**src/logic/voice_dm_pkg.sv**
```systemverilog
package voice_dm_pkg;

  // ==================================================================
  // Register map (8-bit address space)
  // ==================================================================
  localparam logic [7:0] ADDR_GENERAL_CTRL = 8'h60;
  localparam logic [7:0] ADDR_PATH_CTRL    = 8'h61;
  localparam logic [7:0] ADDR_ATTEN_CTRL   = 8'h65;
  localparam logic [7:0] ADDR_LSPK_CTRL    = 8'h66;
  localparam logic [7:0] ADDR_FORMAT_SEL   = 8'h67;
  localparam logic [7:0] ADDR_SOURCE_SEL   = 8'h68;
  localparam logic [7:0] ADDR_CH1_MASK     = 8'h6a;
  localparam logic [7:0] ADDR_CH2_MASK     = 8'h6b;
  localparam logic [7:0] ADDR_LOOP_CTRL    = 8'h6d;
  localparam logic [7:0] ADDR_CRAM_BASE    = 8'h80;

  // Coefficient memory cells used by this block
  localparam logic [6:0] CRAM_IDX_ATT1     = 7'h0c;
  localparam logic [6:0] CRAM_IDX_ATT2     = 7'h0d;

  // ==================================================================
  // Reset values
  // ==================================================================
  localparam logic [7:0] RST_SOURCE_SEL    = 8'h3f;
  localparam logic [7:0] RST_FORMAT_SEL    = 8'h00;
  localparam logic [7:0] RST_MASK          = 8'h00;
  localparam logic [7:0] RST_CTRL          = 8'h00;

  // ==================================================================
  // Loudspeaker levels, attenuation in 0.5 dB steps
  // ==================================================================
  localparam logic [7:0] LSPK_ATT_9P5DB    = 8'h13;
  localparam logic [7:0] LSPK_ATT_21P5DB   = 8'h2b;
  localparam logic [7:0] RX_ATT_0DB        = 8'h00;

  // ==================================================================
  // Encodings
  // ==================================================================
  typedef enum logic [1:0] {
    TXSRC_CODEC = 2'h0,
    TXSRC_SUM   = 2'h1,
    TXSRC_BUS   = 2'h2,
    TXSRC_IDLE  = 2'h3
  } tx_src_t;

  typedef enum logic [1:0] {
    RXSRC_CH1  = 2'h0,
    RXSRC_CH2  = 2'h1,
    RXSRC_SUM  = 2'h2,
    RXSRC_IDLE = 2'h3
  } rx_src_t;

  typedef enum logic [1:0] {
    FMT_ALAW  = 2'h0,
    FMT_MULAW = 2'h1,
    FMT_LIN8  = 2'h2,
    FMT_LIN16 = 2'h3
  } fmt_t;

  typedef struct packed {
    logic    tx_ch2_enable;
    logic    tx_ch1_enable;
    rx_src_t rx_source_sel;
    tx_src_t tx_ch2_source_sel;
    tx_src_t tx_ch1_source_sel;
  } source_sel_t;

  typedef struct packed {
    logic ch2_linear8_rx;
    logic ch2_linear8_tx;
    logic ch1_linear8_rx;
    logic ch1_linear8_tx;
    fmt_t ch2_format_sel;
    fmt_t ch1_format_sel;
  } format_sel_t;

  typedef struct packed {
    logic [7:0] ch1_mask_value;
    logic [7:0] ch2_mask_value;
    format_sel_t fmt;
    source_sel_t src;
  } voice_cfg_t;

endpackage

```
**src/logic/voice_chan_format.sv**
```systemverilog
`timescale 1ns/1ps
module voice_chan_format
  import voice_dm_pkg::*;
(
  input  wire voice_dm_pkg::fmt_t fmt,
  input  wire logic               lin8_tx,
  input  wire logic               lin8_rx,
  input  wire logic [7:0]         mask,
  input  wire logic [15:0]        tx_lin,
  output wire logic [15:0]        tx_word,
  input  wire logic [15:0]        rx_word,
  output wire logic [15:0]        rx_lin
);

  // ================================================================
  // Companding
  // ================================================================
  function automatic logic [7:0] seg_code(input logic [12:0] m, input logic [4:0] lo);
    logic [2:0]  e;
    logic [12:0] sh;
    e = 3'h0;
    for (int i = 1; i < 8; i++)
    begin
      if (m >= (13'(lo) << i)) e = 3'(i);
    end
    sh = (e == 3'h0) ? (m >> 1) : (m >> e);
    seg_code = {1'b0, e, sh[3:0]};
  endfunction

  function automatic logic [7:0] alaw_enc(input logic [15:0] s);
    logic [15:0] mag;
    mag = s[15] ? ~s : s;
    alaw_enc = ({~s[15], 7'h00} | seg_code({1'b0, mag[14:3]}, 5'h10)) ^ 8'h55;
  endfunction

  function automatic logic [7:0] mulaw_enc(input logic [15:0] s);
    logic [15:0] mag;
    logic [13:0] b;
    logic [12:0] m;
    logic [7:0]  c;
    logic [2:0]  e;
    mag = s[15] ? ~s : s;
    b = {1'b0, mag[14:2]} + 14'd33;
    m = b[13] ? 13'h1fff : b[12:0];
    e = 3'h0;
    for (int i = 1; i < 8; i++)
    begin
      if (m >= (13'h0020 << i)) e = 3'(i);
    end
    c = {1'b0, e, 4'(m >> ({1'b0, e} + 4'h1))};
    mulaw_enc = ~{s[15], c[6:0]};
  endfunction

  function automatic logic [15:0] alaw_dec(input logic [7:0] c);
    logic [7:0]  x;
    logic [15:0] v;
    x = c ^ 8'h55;
    v = (x[6:4] == 3'h0) ? {11'h0, x[3:0], 1'b1} : ({11'h1, x[3:0], 1'b1} << (x[6:4] - 3'h1));
    v = v << 3;
    alaw_dec = x[7] ? v : 16'(-v);
  endfunction

  function automatic logic [15:0] mulaw_dec(input logic [7:0] c);
    logic [7:0]  x;
    logic [15:0] v;
    x = ~c;
    v = (({9'h0, x[3:0], 3'h0} + 16'd132) << x[6:4]) - 16'd132;
    v = v << 2;
    mulaw_dec = x[7] ? 16'(-v) : v;
  endfunction

  // ================================================================
  // Transmit and receive conversion, mask on 8-bit formats
  // ================================================================
  wire logic [7:0] tx_byte = (fmt == FMT_ALAW)  ? alaw_enc(tx_lin) :
                             (fmt == FMT_MULAW) ? mulaw_enc(tx_lin) :
                             {tx_lin[15] ^ lin8_tx, tx_lin[14:8]};
  wire logic [7:0] rx_byte = rx_word[7:0] ^ mask;

  assign tx_word = (fmt == FMT_LIN16) ? tx_lin : {8'h00, tx_byte ^ mask};
  assign rx_lin  = (fmt == FMT_LIN16) ? rx_word :
                   (fmt == FMT_ALAW)  ? alaw_dec(rx_byte) :
                   (fmt == FMT_MULAW) ? mulaw_dec(rx_byte) :
                   {rx_byte[7] ^ lin8_rx, rx_byte[6:0], 8'h00};

endmodule

```
**src/logic/voice_data_manip.sv**
```systemverilog
`timescale 1ns/1ps
module voice_data_manip
  import voice_dm_pkg::*;
(
  input  wire logic        ref_clk,
  input  wire logic        rst_n,
  input  wire logic        frame_sync,
  input  wire logic        reg_wr,
  input  wire logic        reg_rd,
  input  wire logic [7:0]  reg_addr,
  input  wire logic [7:0]  reg_wdata,
  output logic      [7:0]  reg_rdata,
  output logic             reg_rvalid,
  input  wire logic [15:0] codec_tx_sample,
  output logic      [15:0] codec_rx_sample,
  input  wire logic [15:0] bus_in_chan1,
  input  wire logic [15:0] bus_in_chan2,
  output logic      [15:0] bus_out_chan1,
  output logic      [15:0] bus_out_chan2,
  output logic             bus_out_chan1_oe_n,
  output logic             bus_out_chan2_oe_n,
  input  wire logic        atten_tx_mode,
  input  wire logic [7:0]  rx_switch_atten_req,
  output logic      [7:0]  rx_switch_atten,
  output logic      [7:0]  loudspeaker_amp,
  output logic             speakerphone_enable,
  input  wire logic [15:0] sidetone_pre,
  input  wire logic [15:0] sidetone_post,
  output logic      [15:0] sidetone_sample,
  output logic             loop_digital_shaper,
  output logic             loop_analog_front,
  output logic             loop_analog_converter,
  output logic             loop_analog_shaper
);

  import voice_dm_pkg::*;

  // ================================================================
  // Arithmetic helpers
  // ================================================================
  function automatic logic [15:0] sat_add(input logic [15:0] a, input logic [15:0] b);
    logic [16:0] s;
    s = {a[15], a} + {b[15], b};
    if (s[16] != s[15])
      sat_add = s[16] ? 16'h8000 : 16'h7fff;
    else
      sat_add = s[15:0];
  endfunction

  function automatic logic [15:0] conf_atten(input logic [15:0] x, input logic [7:0] att);
    conf_atten = 16'($signed(x) >>> att[2:0]);  // 6 dB per step
  endfunction

  // ================================================================
  // Written registers
  // ================================================================
  logic [7:0]  source_select_ff;
  logic [7:0]  format_select_ff;
  logic [7:0]  channel_one_mask_ff;
  logic [7:0]  channel_two_mask_ff;
  logic [7:0]  general_ctrl_ff;
  logic [7:0]  path_ctrl_ff;
  logic [7:0]  atten_ctrl_ff;
  logic [7:0]  loudspeaker_level_ff;
  logic [7:0]  loop_ctrl_ff;
  logic [7:0]  cram [0:127];
  voice_cfg_t  active_cfg_ff;

  wire logic wr_src   = reg_wr && (reg_addr == ADDR_SOURCE_SEL);
  wire logic wr_fmt   = reg_wr && (reg_addr == ADDR_FORMAT_SEL);
  wire logic wr_ch1_mask_value = reg_wr && (reg_addr == ADDR_CH1_MASK);
  wire logic wr_ch2_mask_value = reg_wr && (reg_addr == ADDR_CH2_MASK);
  wire logic wr_gen   = reg_wr && (reg_addr == ADDR_GENERAL_CTRL);
  wire logic wr_path  = reg_wr && (reg_addr == ADDR_PATH_CTRL);
  wire logic wr_att   = reg_wr && (reg_addr == ADDR_ATTEN_CTRL);
  wire logic wr_lspk  = reg_wr && (reg_addr == ADDR_LSPK_CTRL);
  wire logic wr_loop  = reg_wr && (reg_addr == ADDR_LOOP_CTRL);
  wire logic wr_cram  = reg_wr && reg_addr[7];

  always_ff @(posedge ref_clk)
  begin
    if (!rst_n)
    begin
      source_select_ff     <= RST_SOURCE_SEL;
      format_select_ff     <= RST_FORMAT_SEL;
      channel_one_mask_ff  <= RST_MASK;
      channel_two_mask_ff  <= RST_MASK;
      general_ctrl_ff      <= RST_CTRL;
      path_ctrl_ff         <= RST_CTRL;
      atten_ctrl_ff        <= RST_CTRL;
      loudspeaker_level_ff <= RST_CTRL;
      loop_ctrl_ff         <= RST_CTRL;
    end
    else
    begin
      if (wr_src)   source_select_ff     <= reg_wdata;
      if (wr_fmt)   format_select_ff     <= reg_wdata;
      if (wr_ch1_mask_value) channel_one_mask_ff  <= reg_wdata;
      if (wr_ch2_mask_value) channel_two_mask_ff  <= reg_wdata;
      if (wr_gen)   general_ctrl_ff      <= reg_wdata;
      if (wr_path)  path_ctrl_ff         <= reg_wdata;
      if (wr_att)   atten_ctrl_ff        <= reg_wdata;
      if (wr_lspk)  loudspeaker_level_ff <= reg_wdata;
      if (wr_loop)  loop_ctrl_ff         <= reg_wdata;
    end
  end

  // Coefficient memory has no reset; software loads it after power-up
  always_ff @(posedge ref_clk)
  begin
    if (wr_cram) cram[reg_addr[6:0]] <= reg_wdata;
  end

  // ================================================================
  // Frame-aligned configuration
  // ================================================================
  always_ff @(posedge ref_clk)
  begin
    if (!rst_n)
      active_cfg_ff <= {RST_MASK, RST_MASK, RST_FORMAT_SEL, RST_SOURCE_SEL};
    else if (frame_sync)
      active_cfg_ff <= {channel_one_mask_ff, channel_two_mask_ff,
                        format_select_ff, source_select_ff};
  end

  // ================================================================
  // Read-back of every register and coefficient cell
  // ================================================================
  wire logic [7:0] rd_mux =
    reg_addr[7]                        ? cram[reg_addr[6:0]]  :
    (reg_addr == ADDR_SOURCE_SEL)      ? source_select_ff     :
    (reg_addr == ADDR_FORMAT_SEL)      ? format_select_ff     :
    (reg_addr == ADDR_CH1_MASK)        ? channel_one_mask_ff  :
    (reg_addr == ADDR_CH2_MASK)        ? channel_two_mask_ff  :
    (reg_addr == ADDR_GENERAL_CTRL)    ? general_ctrl_ff      :
    (reg_addr == ADDR_PATH_CTRL)       ? path_ctrl_ff         :
    (reg_addr == ADDR_ATTEN_CTRL)      ? atten_ctrl_ff        :
    (reg_addr == ADDR_LSPK_CTRL)       ? loudspeaker_level_ff :
    (reg_addr == ADDR_LOOP_CTRL)       ? loop_ctrl_ff         : 8'h00;

  always_ff @(posedge ref_clk)
  begin
    if (!rst_n)
    begin
      reg_rdata  <= 8'h00;
      reg_rvalid <= 1'b0;
    end
    else
    begin
      reg_rdata  <= reg_rd ? rd_mux : 8'h00;
      reg_rvalid <= reg_rd;
    end
  end

  // ================================================================
  // Control bits
  // ================================================================
  wire logic monitor_enable    = general_ctrl_ff[1] && general_ctrl_ff[0];
  wire logic sidetone_gain     = path_ctrl_ff[0];
  wire logic sidetone_tap_sel  = path_ctrl_ff[1];
  wire logic monitor_level_sel = atten_ctrl_ff[0];
  wire logic loop_sample_reg   = loop_ctrl_ff[0];
  wire logic loop_processor    = loop_ctrl_ff[1];
  wire logic loop_sidetone     = loop_ctrl_ff[6];

  // ================================================================
  // Format conversion per channel
  // ================================================================
  wire logic [15:0] ch1_rx_lin;
  wire logic [15:0] ch2_rx_lin;
  wire logic [15:0] ch1_tx_word;
  wire logic [15:0] ch2_tx_word;
  logic      [15:0] ch1_tx_lin;
  logic      [15:0] ch2_tx_lin;

  voice_chan_format u_ch1_fmt (
    .fmt     (active_cfg_ff.fmt.ch1_format_sel),
    .lin8_tx (active_cfg_ff.fmt.ch1_linear8_tx),
    .lin8_rx (active_cfg_ff.fmt.ch1_linear8_rx),
    .mask    (active_cfg_ff.ch1_mask_value),
    .tx_lin  (ch1_tx_lin),
    .tx_word (ch1_tx_word),
    .rx_word (bus_in_chan1),
    .rx_lin  (ch1_rx_lin)
  );

  voice_chan_format u_ch2_fmt (
    .fmt     (active_cfg_ff.fmt.ch2_format_sel),
    .lin8_tx (active_cfg_ff.fmt.ch2_linear8_tx),
    .lin8_rx (active_cfg_ff.fmt.ch2_linear8_rx),
    .mask    (active_cfg_ff.ch2_mask_value),
    .tx_lin  (ch2_tx_lin),
    .tx_word (ch2_tx_word),
    .rx_word (bus_in_chan2),
    .rx_lin  (ch2_rx_lin)
  );

  // ================================================================
  // Source selection and summing
  // ================================================================
  wire logic [15:0] ch1_att = conf_atten(ch1_rx_lin, cram[CRAM_IDX_ATT1]);
  wire logic [15:0] ch2_att = conf_atten(ch2_rx_lin, cram[CRAM_IDX_ATT2]);

  // Sidetone tap and gain stage
  wire logic [15:0] st_tap = sidetone_tap_sel ? sidetone_post : sidetone_pre;
  wire logic [15:0] st_out = sidetone_gain ? st_tap : 16'h0000;

  // Transmit voice: same with or without monitoring; sidetone loop adds in
  wire logic [15:0] tx_voice =
    loop_processor ? codec_rx_sample :
    loop_sidetone  ? sat_add(codec_tx_sample, st_out) :
    codec_tx_sample;

  always_comb
  begin
    case (active_cfg_ff.src.tx_ch1_source_sel)
      TXSRC_CODEC: ch1_tx_lin = tx_voice;
      TXSRC_SUM:   ch1_tx_lin = sat_add(tx_voice, ch2_att);
      TXSRC_BUS:   ch1_tx_lin = ch2_att;
      default:     ch1_tx_lin = 16'h0000;
    endcase
    case (active_cfg_ff.src.tx_ch2_source_sel)
      TXSRC_CODEC: ch2_tx_lin = tx_voice;
      TXSRC_SUM:   ch2_tx_lin = sat_add(tx_voice, ch1_att);
      TXSRC_BUS:   ch2_tx_lin = ch1_att;
      default:     ch2_tx_lin = 16'h0000;
    endcase
  end

  logic [15:0] nxt_rx;
  always_comb
  begin
    case (active_cfg_ff.src.rx_source_sel)
      RXSRC_CH1: nxt_rx = ch1_att;
      RXSRC_CH2: nxt_rx = ch2_att;
      RXSRC_SUM: nxt_rx = sat_add(ch1_att, ch2_att);
      default:   nxt_rx = 16'h0000;
    endcase
  end

  // Digital loop via sample register returns the bus input unchanged
  wire logic [15:0] nxt_out1 = loop_sample_reg ? bus_in_chan1 : ch1_tx_word;
  wire logic [15:0] nxt_out2 = loop_sample_reg ? bus_in_chan2 : ch2_tx_word;

  // ================================================================
  // Frame output registers
  // ================================================================
  always_ff @(posedge ref_clk)
  begin
    if (!rst_n)
    begin
      bus_out_chan1      <= 16'h0000;
      bus_out_chan2      <= 16'h0000;
      bus_out_chan1_oe_n <= 1'b1;
      bus_out_chan2_oe_n <= 1'b1;
      codec_rx_sample    <= 16'h0000;
    end
    else if (frame_sync)
    begin
      bus_out_chan1      <= active_cfg_ff.src.tx_ch1_enable ? nxt_out1 : 16'h0000;
      bus_out_chan2      <= active_cfg_ff.src.tx_ch2_enable ? nxt_out2 : 16'h0000;
      bus_out_chan1_oe_n <= !active_cfg_ff.src.tx_ch1_enable;
      bus_out_chan2_oe_n <= !active_cfg_ff.src.tx_ch2_enable;
      codec_rx_sample    <= nxt_rx;
    end
  end

  // ================================================================
  // Controlled monitoring
  // ================================================================
  wire logic       lspk_above = loudspeaker_level_ff < LSPK_ATT_9P5DB;
  wire logic [7:0] mon_level  = monitor_level_sel ? LSPK_ATT_21P5DB : LSPK_ATT_9P5DB;
  wire logic       mon_cut    = monitor_enable && atten_tx_mode && lspk_above;

  always_ff @(posedge ref_clk)
  begin
    if (!rst_n)
    begin
      rx_switch_atten     <= RX_ATT_0DB;
      loudspeaker_amp     <= RST_CTRL;
      speakerphone_enable <= 1'b0;
      sidetone_sample     <= 16'h0000;
    end
    else
    begin
      rx_switch_atten     <= monitor_enable ? RX_ATT_0DB : rx_switch_atten_req;
      loudspeaker_amp     <= mon_cut ? mon_level : loudspeaker_level_ff;
      speakerphone_enable <= general_ctrl_ff[0];
      sidetone_sample     <= st_out;
    end
  end

  // ================================================================
  // Loop selects towards the analog side
  // ================================================================
  always_ff @(posedge ref_clk)
  begin
    if (!rst_n)
    begin
      loop_digital_shaper   <= 1'b0;
      loop_analog_front     <= 1'b0;
      loop_analog_converter <= 1'b0;
      loop_analog_shaper    <= 1'b0;
    end
    else
    begin
      loop_digital_shaper   <= loop_ctrl_ff[2];
      loop_analog_front     <= loop_ctrl_ff[3];
      loop_analog_converter <= loop_ctrl_ff[4];
      loop_analog_shaper    <= loop_ctrl_ff[5];
    end
  end

endmodule

```
**config.mk**
```make
export PLATFORM = sky130hd
export DESIGN_NAME = voice_data_manip
export DESIGN_NICKNAME = d
export VERILOG_FILES = /design/src/logic/voice_dm_pkg.sv /design/src/logic/voice_chan_format.sv /design/src/logic/voice_data_manip.sv
export SDC_FILE = /design/constraint.sdc
export NUM_CORES = 2
export LEC_CHECK = 0
export BUFFER_PORTS_ARGS = -buffer_cell sky130_fd_sc_hd__buf_4
export CAP_MARGIN = 20
export CORE_MARGIN = 2
export CORE_UTILIZATION = 40
export CTS_CLUSTER_SIZE = 8
export DETAILED_ROUTE_END_ITERATION = 7
export HOLD_SLACK_MARGIN = 0.02
export PLACE_DENSITY = 0.62
export RECOVER_POWER = 100
export SYNTH_ARGS = -nofsm -noshare
export SYNTH_HDL_FRONTEND = slang
export SYNTH_SLANG_ARGS = --single-unit
```
**constraint.sdc**
```tcl
create_clock -name ref_clk -period 36.5 [get_ports ref_clk]
set_input_delay 7.3 -clock ref_clk [delete_from_list [all_inputs] [get_ports ref_clk]]
set_output_delay 7.3 -clock ref_clk [all_outputs]
set_load 0.1 [all_outputs]
```
==> reports/results.ini <==
[setup_path]
worstSetupPathType = in2reg
crit_path_end_kind = register
critPathMaxFanout = 59
rr_worst_depth = 33
r2r-end = bus_out_chan1[1]
required_ps = 37150
startpoint_type = input port
rr_startpoint = active_cfg_ff[17]
worst-endpoint-arrival_ps = 21250
r2r_setup_slack_ps = 22210

[sta]
clock_skew_ps = 91.8
fmax_ghz = 0.0485
fin_hold_ws_ps = 466
fin_crit_sh_pct = 56.4
rsz0062_at_grt = no
tightestPinTransition_ps = 4910
hold_viol = 0
fin_crit_ps = 20600
finalSetupTns_ps = 0
setup_viol = 0
drv_slew = 1634
relSlewSlack_pct = -228

[pwr]
intPower_w = 0.00259
switching_share_pct = 26.7
pwr_density_cell_nw_per_um2 = 50.4
leakage_nw = 23.1
seq_power_share_pct = 43.1
combPwrFrac_pct = 14.3
clockPowerShare_pct = 42.6
p_sw_w = 0.000946
power.total_w = 0.00354
ir_worst_vdd_uv = 51.1

[die]
rows = 144
die_area_sq_um = 158000
fp.dieW_um = 398
io_pins = 206
initial_utilization_pct = 40.3
die_h_um = 398
core_sq_um = 154000

[synth]
synth.distinct_cells = 118
synth_top_area_share_pct = 49.6
synthFlopType = edfxtp_1
yosysTopAreaCell = edfxtp_1
synth_edf_count = 1024
async_flop_share_pct = 0
yosysSeqAreaShare_pct = 56.1
ys.warnings.count = 0
avgSynthCellArea_sq_um = 13.1
ys_ff_latch = 1224
synth_area_leaders = edfxtp_1 50%, mux4_2 12%, dfxtp_1 6.5%, nor2_1 2.2%, mux2i_1 2.1%
synth_nets = 4919
synth_cells = 4723
syn-cell-area_sq_um = 61900

[global_route]
grt_use_total_pct = 24.3
antenna_found_initial = 12
grt_pass1_wl_um = 286000
grt_overflow_total = 0
grt_max_degree = 102
grt_pass1_vias = 41608

[run]
cap_violations = 32

[drt]
drt_wl_total_um = 196000
ant_nets = 0
drc_errors = 0
dr.first_iter.drc_count = 4569
wire_per_inst_um = 27.9
firstDrtPassIters = 6
num_vias = 43169
vias_per_cell = 6.14

[final_layout]
post_route_cells_drive_above_1_share_pct = 16.0
fin_util_pct = 45.6
area_growth_pct = 13.3
layout.nets = 5101

[cts]
root_buffer = clkbuf_16
path_clk_slew_ps = 50
clk-insertion-delay-late_ps = 850
cts_tree = built
postCtsHoldBufs = 0
numCtsBuffers = 174
cts_setup_buffers = 0
htreeDepth = 4
cts.path.max_buffers = 3
clkSinkCount = 1224
cts_repair_resize_count = 0

[outcome]
status = finished with violations
violations = capacitance limit, slew limit

[place]
gp_congestion = 0.984
io_buffers = 205
dp_hpwl_um = 134000

[worst_hold_path]
worstHoldStart = path_ctrl_ff[7]
hold_class = reg2reg
holdPathStages = 2
worst_hold_path.endpoint = path_ctrl_ff[7]

-- critical path, stage by stage --
cell and delay (ps):
clkbuf_1 3320, clkbuf_1 2650, clkbuf_1 2510, clkbuf_1 2050
nand2b_1 790, nor4_1 470, clkbuf_1 690, mux2i_1 350
a31oi_1 110, a221oi_1 590, a21oi_1 150
-- state kept, by name, summed over array words and instances, names as in the netlist, 16 cells and up --
name             count
active_cfg_ff       32
bus_out_chan1       16
bus_out_chan2       16
codec_rx_sample     16
cram              1024
sidetone_sample     16
-- cell families after synthesis --
| logic type | Yosys count | share of synthesized area (%) |
|---|---|---|
| flops | 1224 | 56.1 |
| xor+xnor | 137 | 2.06 |
| simple gates | 1294 | 10.1 |
| compound gates | 1093 | 12.5 |
| fa+ha+maj | 86 | 1.79 |
| mux | 497 | 15.0 |
| buf+inv | 392 | 2.43 |
-- area by class of cell --
type                       instances  area (sq um)
inverter                          97           364
fill                           13825         83700
clock buffer                     234          4600
multi-input combinational       3107         25600
clock inverter                    21           537
antenna                            4          10.0
tap                             2044          2560
timing repair buffer             301          1720
sequential                      1224         34800
-- synth_stat cells (all sizes together), types with 22 or more instances --
| master | count |
|---|---|
| a21boi | 71 |
| edfxtp | 1024 |
| buf | 75 |
| nor4 | 28 |
| o21ai | 203 |
| nand2 | 328 |
| o211a | 23 |
| o211ai | 65 |
| a31oi | 58 |
| nor3 | 93 |
| and2 | 88 |
| a211oi | 48 |
| dfxtp | 200 |
| mux4 | 343 |
| clkbuf | 220 |
| a21oi | 178 |
| or3 | 25 |
| nand2b | 29 |
| nand4 | 31 |
| xor2 | 36 |
| and3 | 24 |
| a21o | 42 |
| nor2b | 95 |
| ha | 82 |
| o21a | 53 |
| o22ai | 41 |
| xnor2 | 100 |
| mux2 | 27 |
| mux2i | 127 |
| a22oi | 51 |
| nand3 | 123 |
| nor2 | 359 |
| or2 | 22 |
| inv | 91 |
-- worst max path at each step --
stage / from / endpoint / slack, ps / cells after the start
2_1_floorplan: bus_in_chan2[4] / bus_out_chan1[2] / 19700 / 40
3_3_place_gp: bus_in_chan2[0] / bus_out_chan1[1] / 17190 / 36
3_5_place_dp: bus_in_chan2[6] / bus_out_chan1[1] / 17020 / 35
4_1_cts: bus_in_chan2[6] / bus_out_chan1[1] / 17870 / 35
5_1_grt: reg_addr[0] / reg_rdata[6] / 14020 / 11
6_report: reg_addr[0] / reg_rdata[6] / 15900 / 11
-- metrics by stage --
stage | setup WS [ps] | cells | area, sq um
5_1_grt | 14020 | 7028 | 70200
2_1_floorplan | 19700 | 4723 | 61900
4_1_cts | 17870 | 7026 | 70800
6_report | 15900 | 7032 | 70200
3_3_place_gp | 17190 | 6771 | 65700
3_5_place_dp | 17020 | 6771 | 65700
-- routing by layer --
layer	part of all wire, %	global-route usage (%)	vias to the layer above
met5	0.026	0	-
met1	42	33.9	21971
met4	2.8	7.10	8
li1	-	-	18952
met3	7.8	4.46	317
met2	48	38.8	1921
-- cell usage in the layout, fill, tap and decap left out, types with 98 or more instances in the layout --
cell type  count
a21oi_1      177
buf_4        153
clkbuf_1     204
clkbuf_16    174
dfxtp_1      199
edfxtp_1    1024
mux2i_1      127
mux4_2       343
nand2_1      327
nand3_1      123
nor2_1       359
o21ai_0      187
xnor2_1       98
-- power by group through the flow --
| stage | Combinational, W | Clock (W) | Sequential (W) |
|---|---|---|---|
| floorplan | 0.000323 | 0 | 0.00156 |
| global placement | 0.000502 | 0 | 0.00155 |
| detailed placement | 0.000501 | 0 | 0.00155 |
| CTS | 0.000502 | 0.00153 | 0.00152 |
| global route | 0.000540 | 0.00159 | 0.00153 |
| finish | 0.000506 | 0.00151 | 0.00153 |
Note: power is estimated with default switching activity, not from simulation.
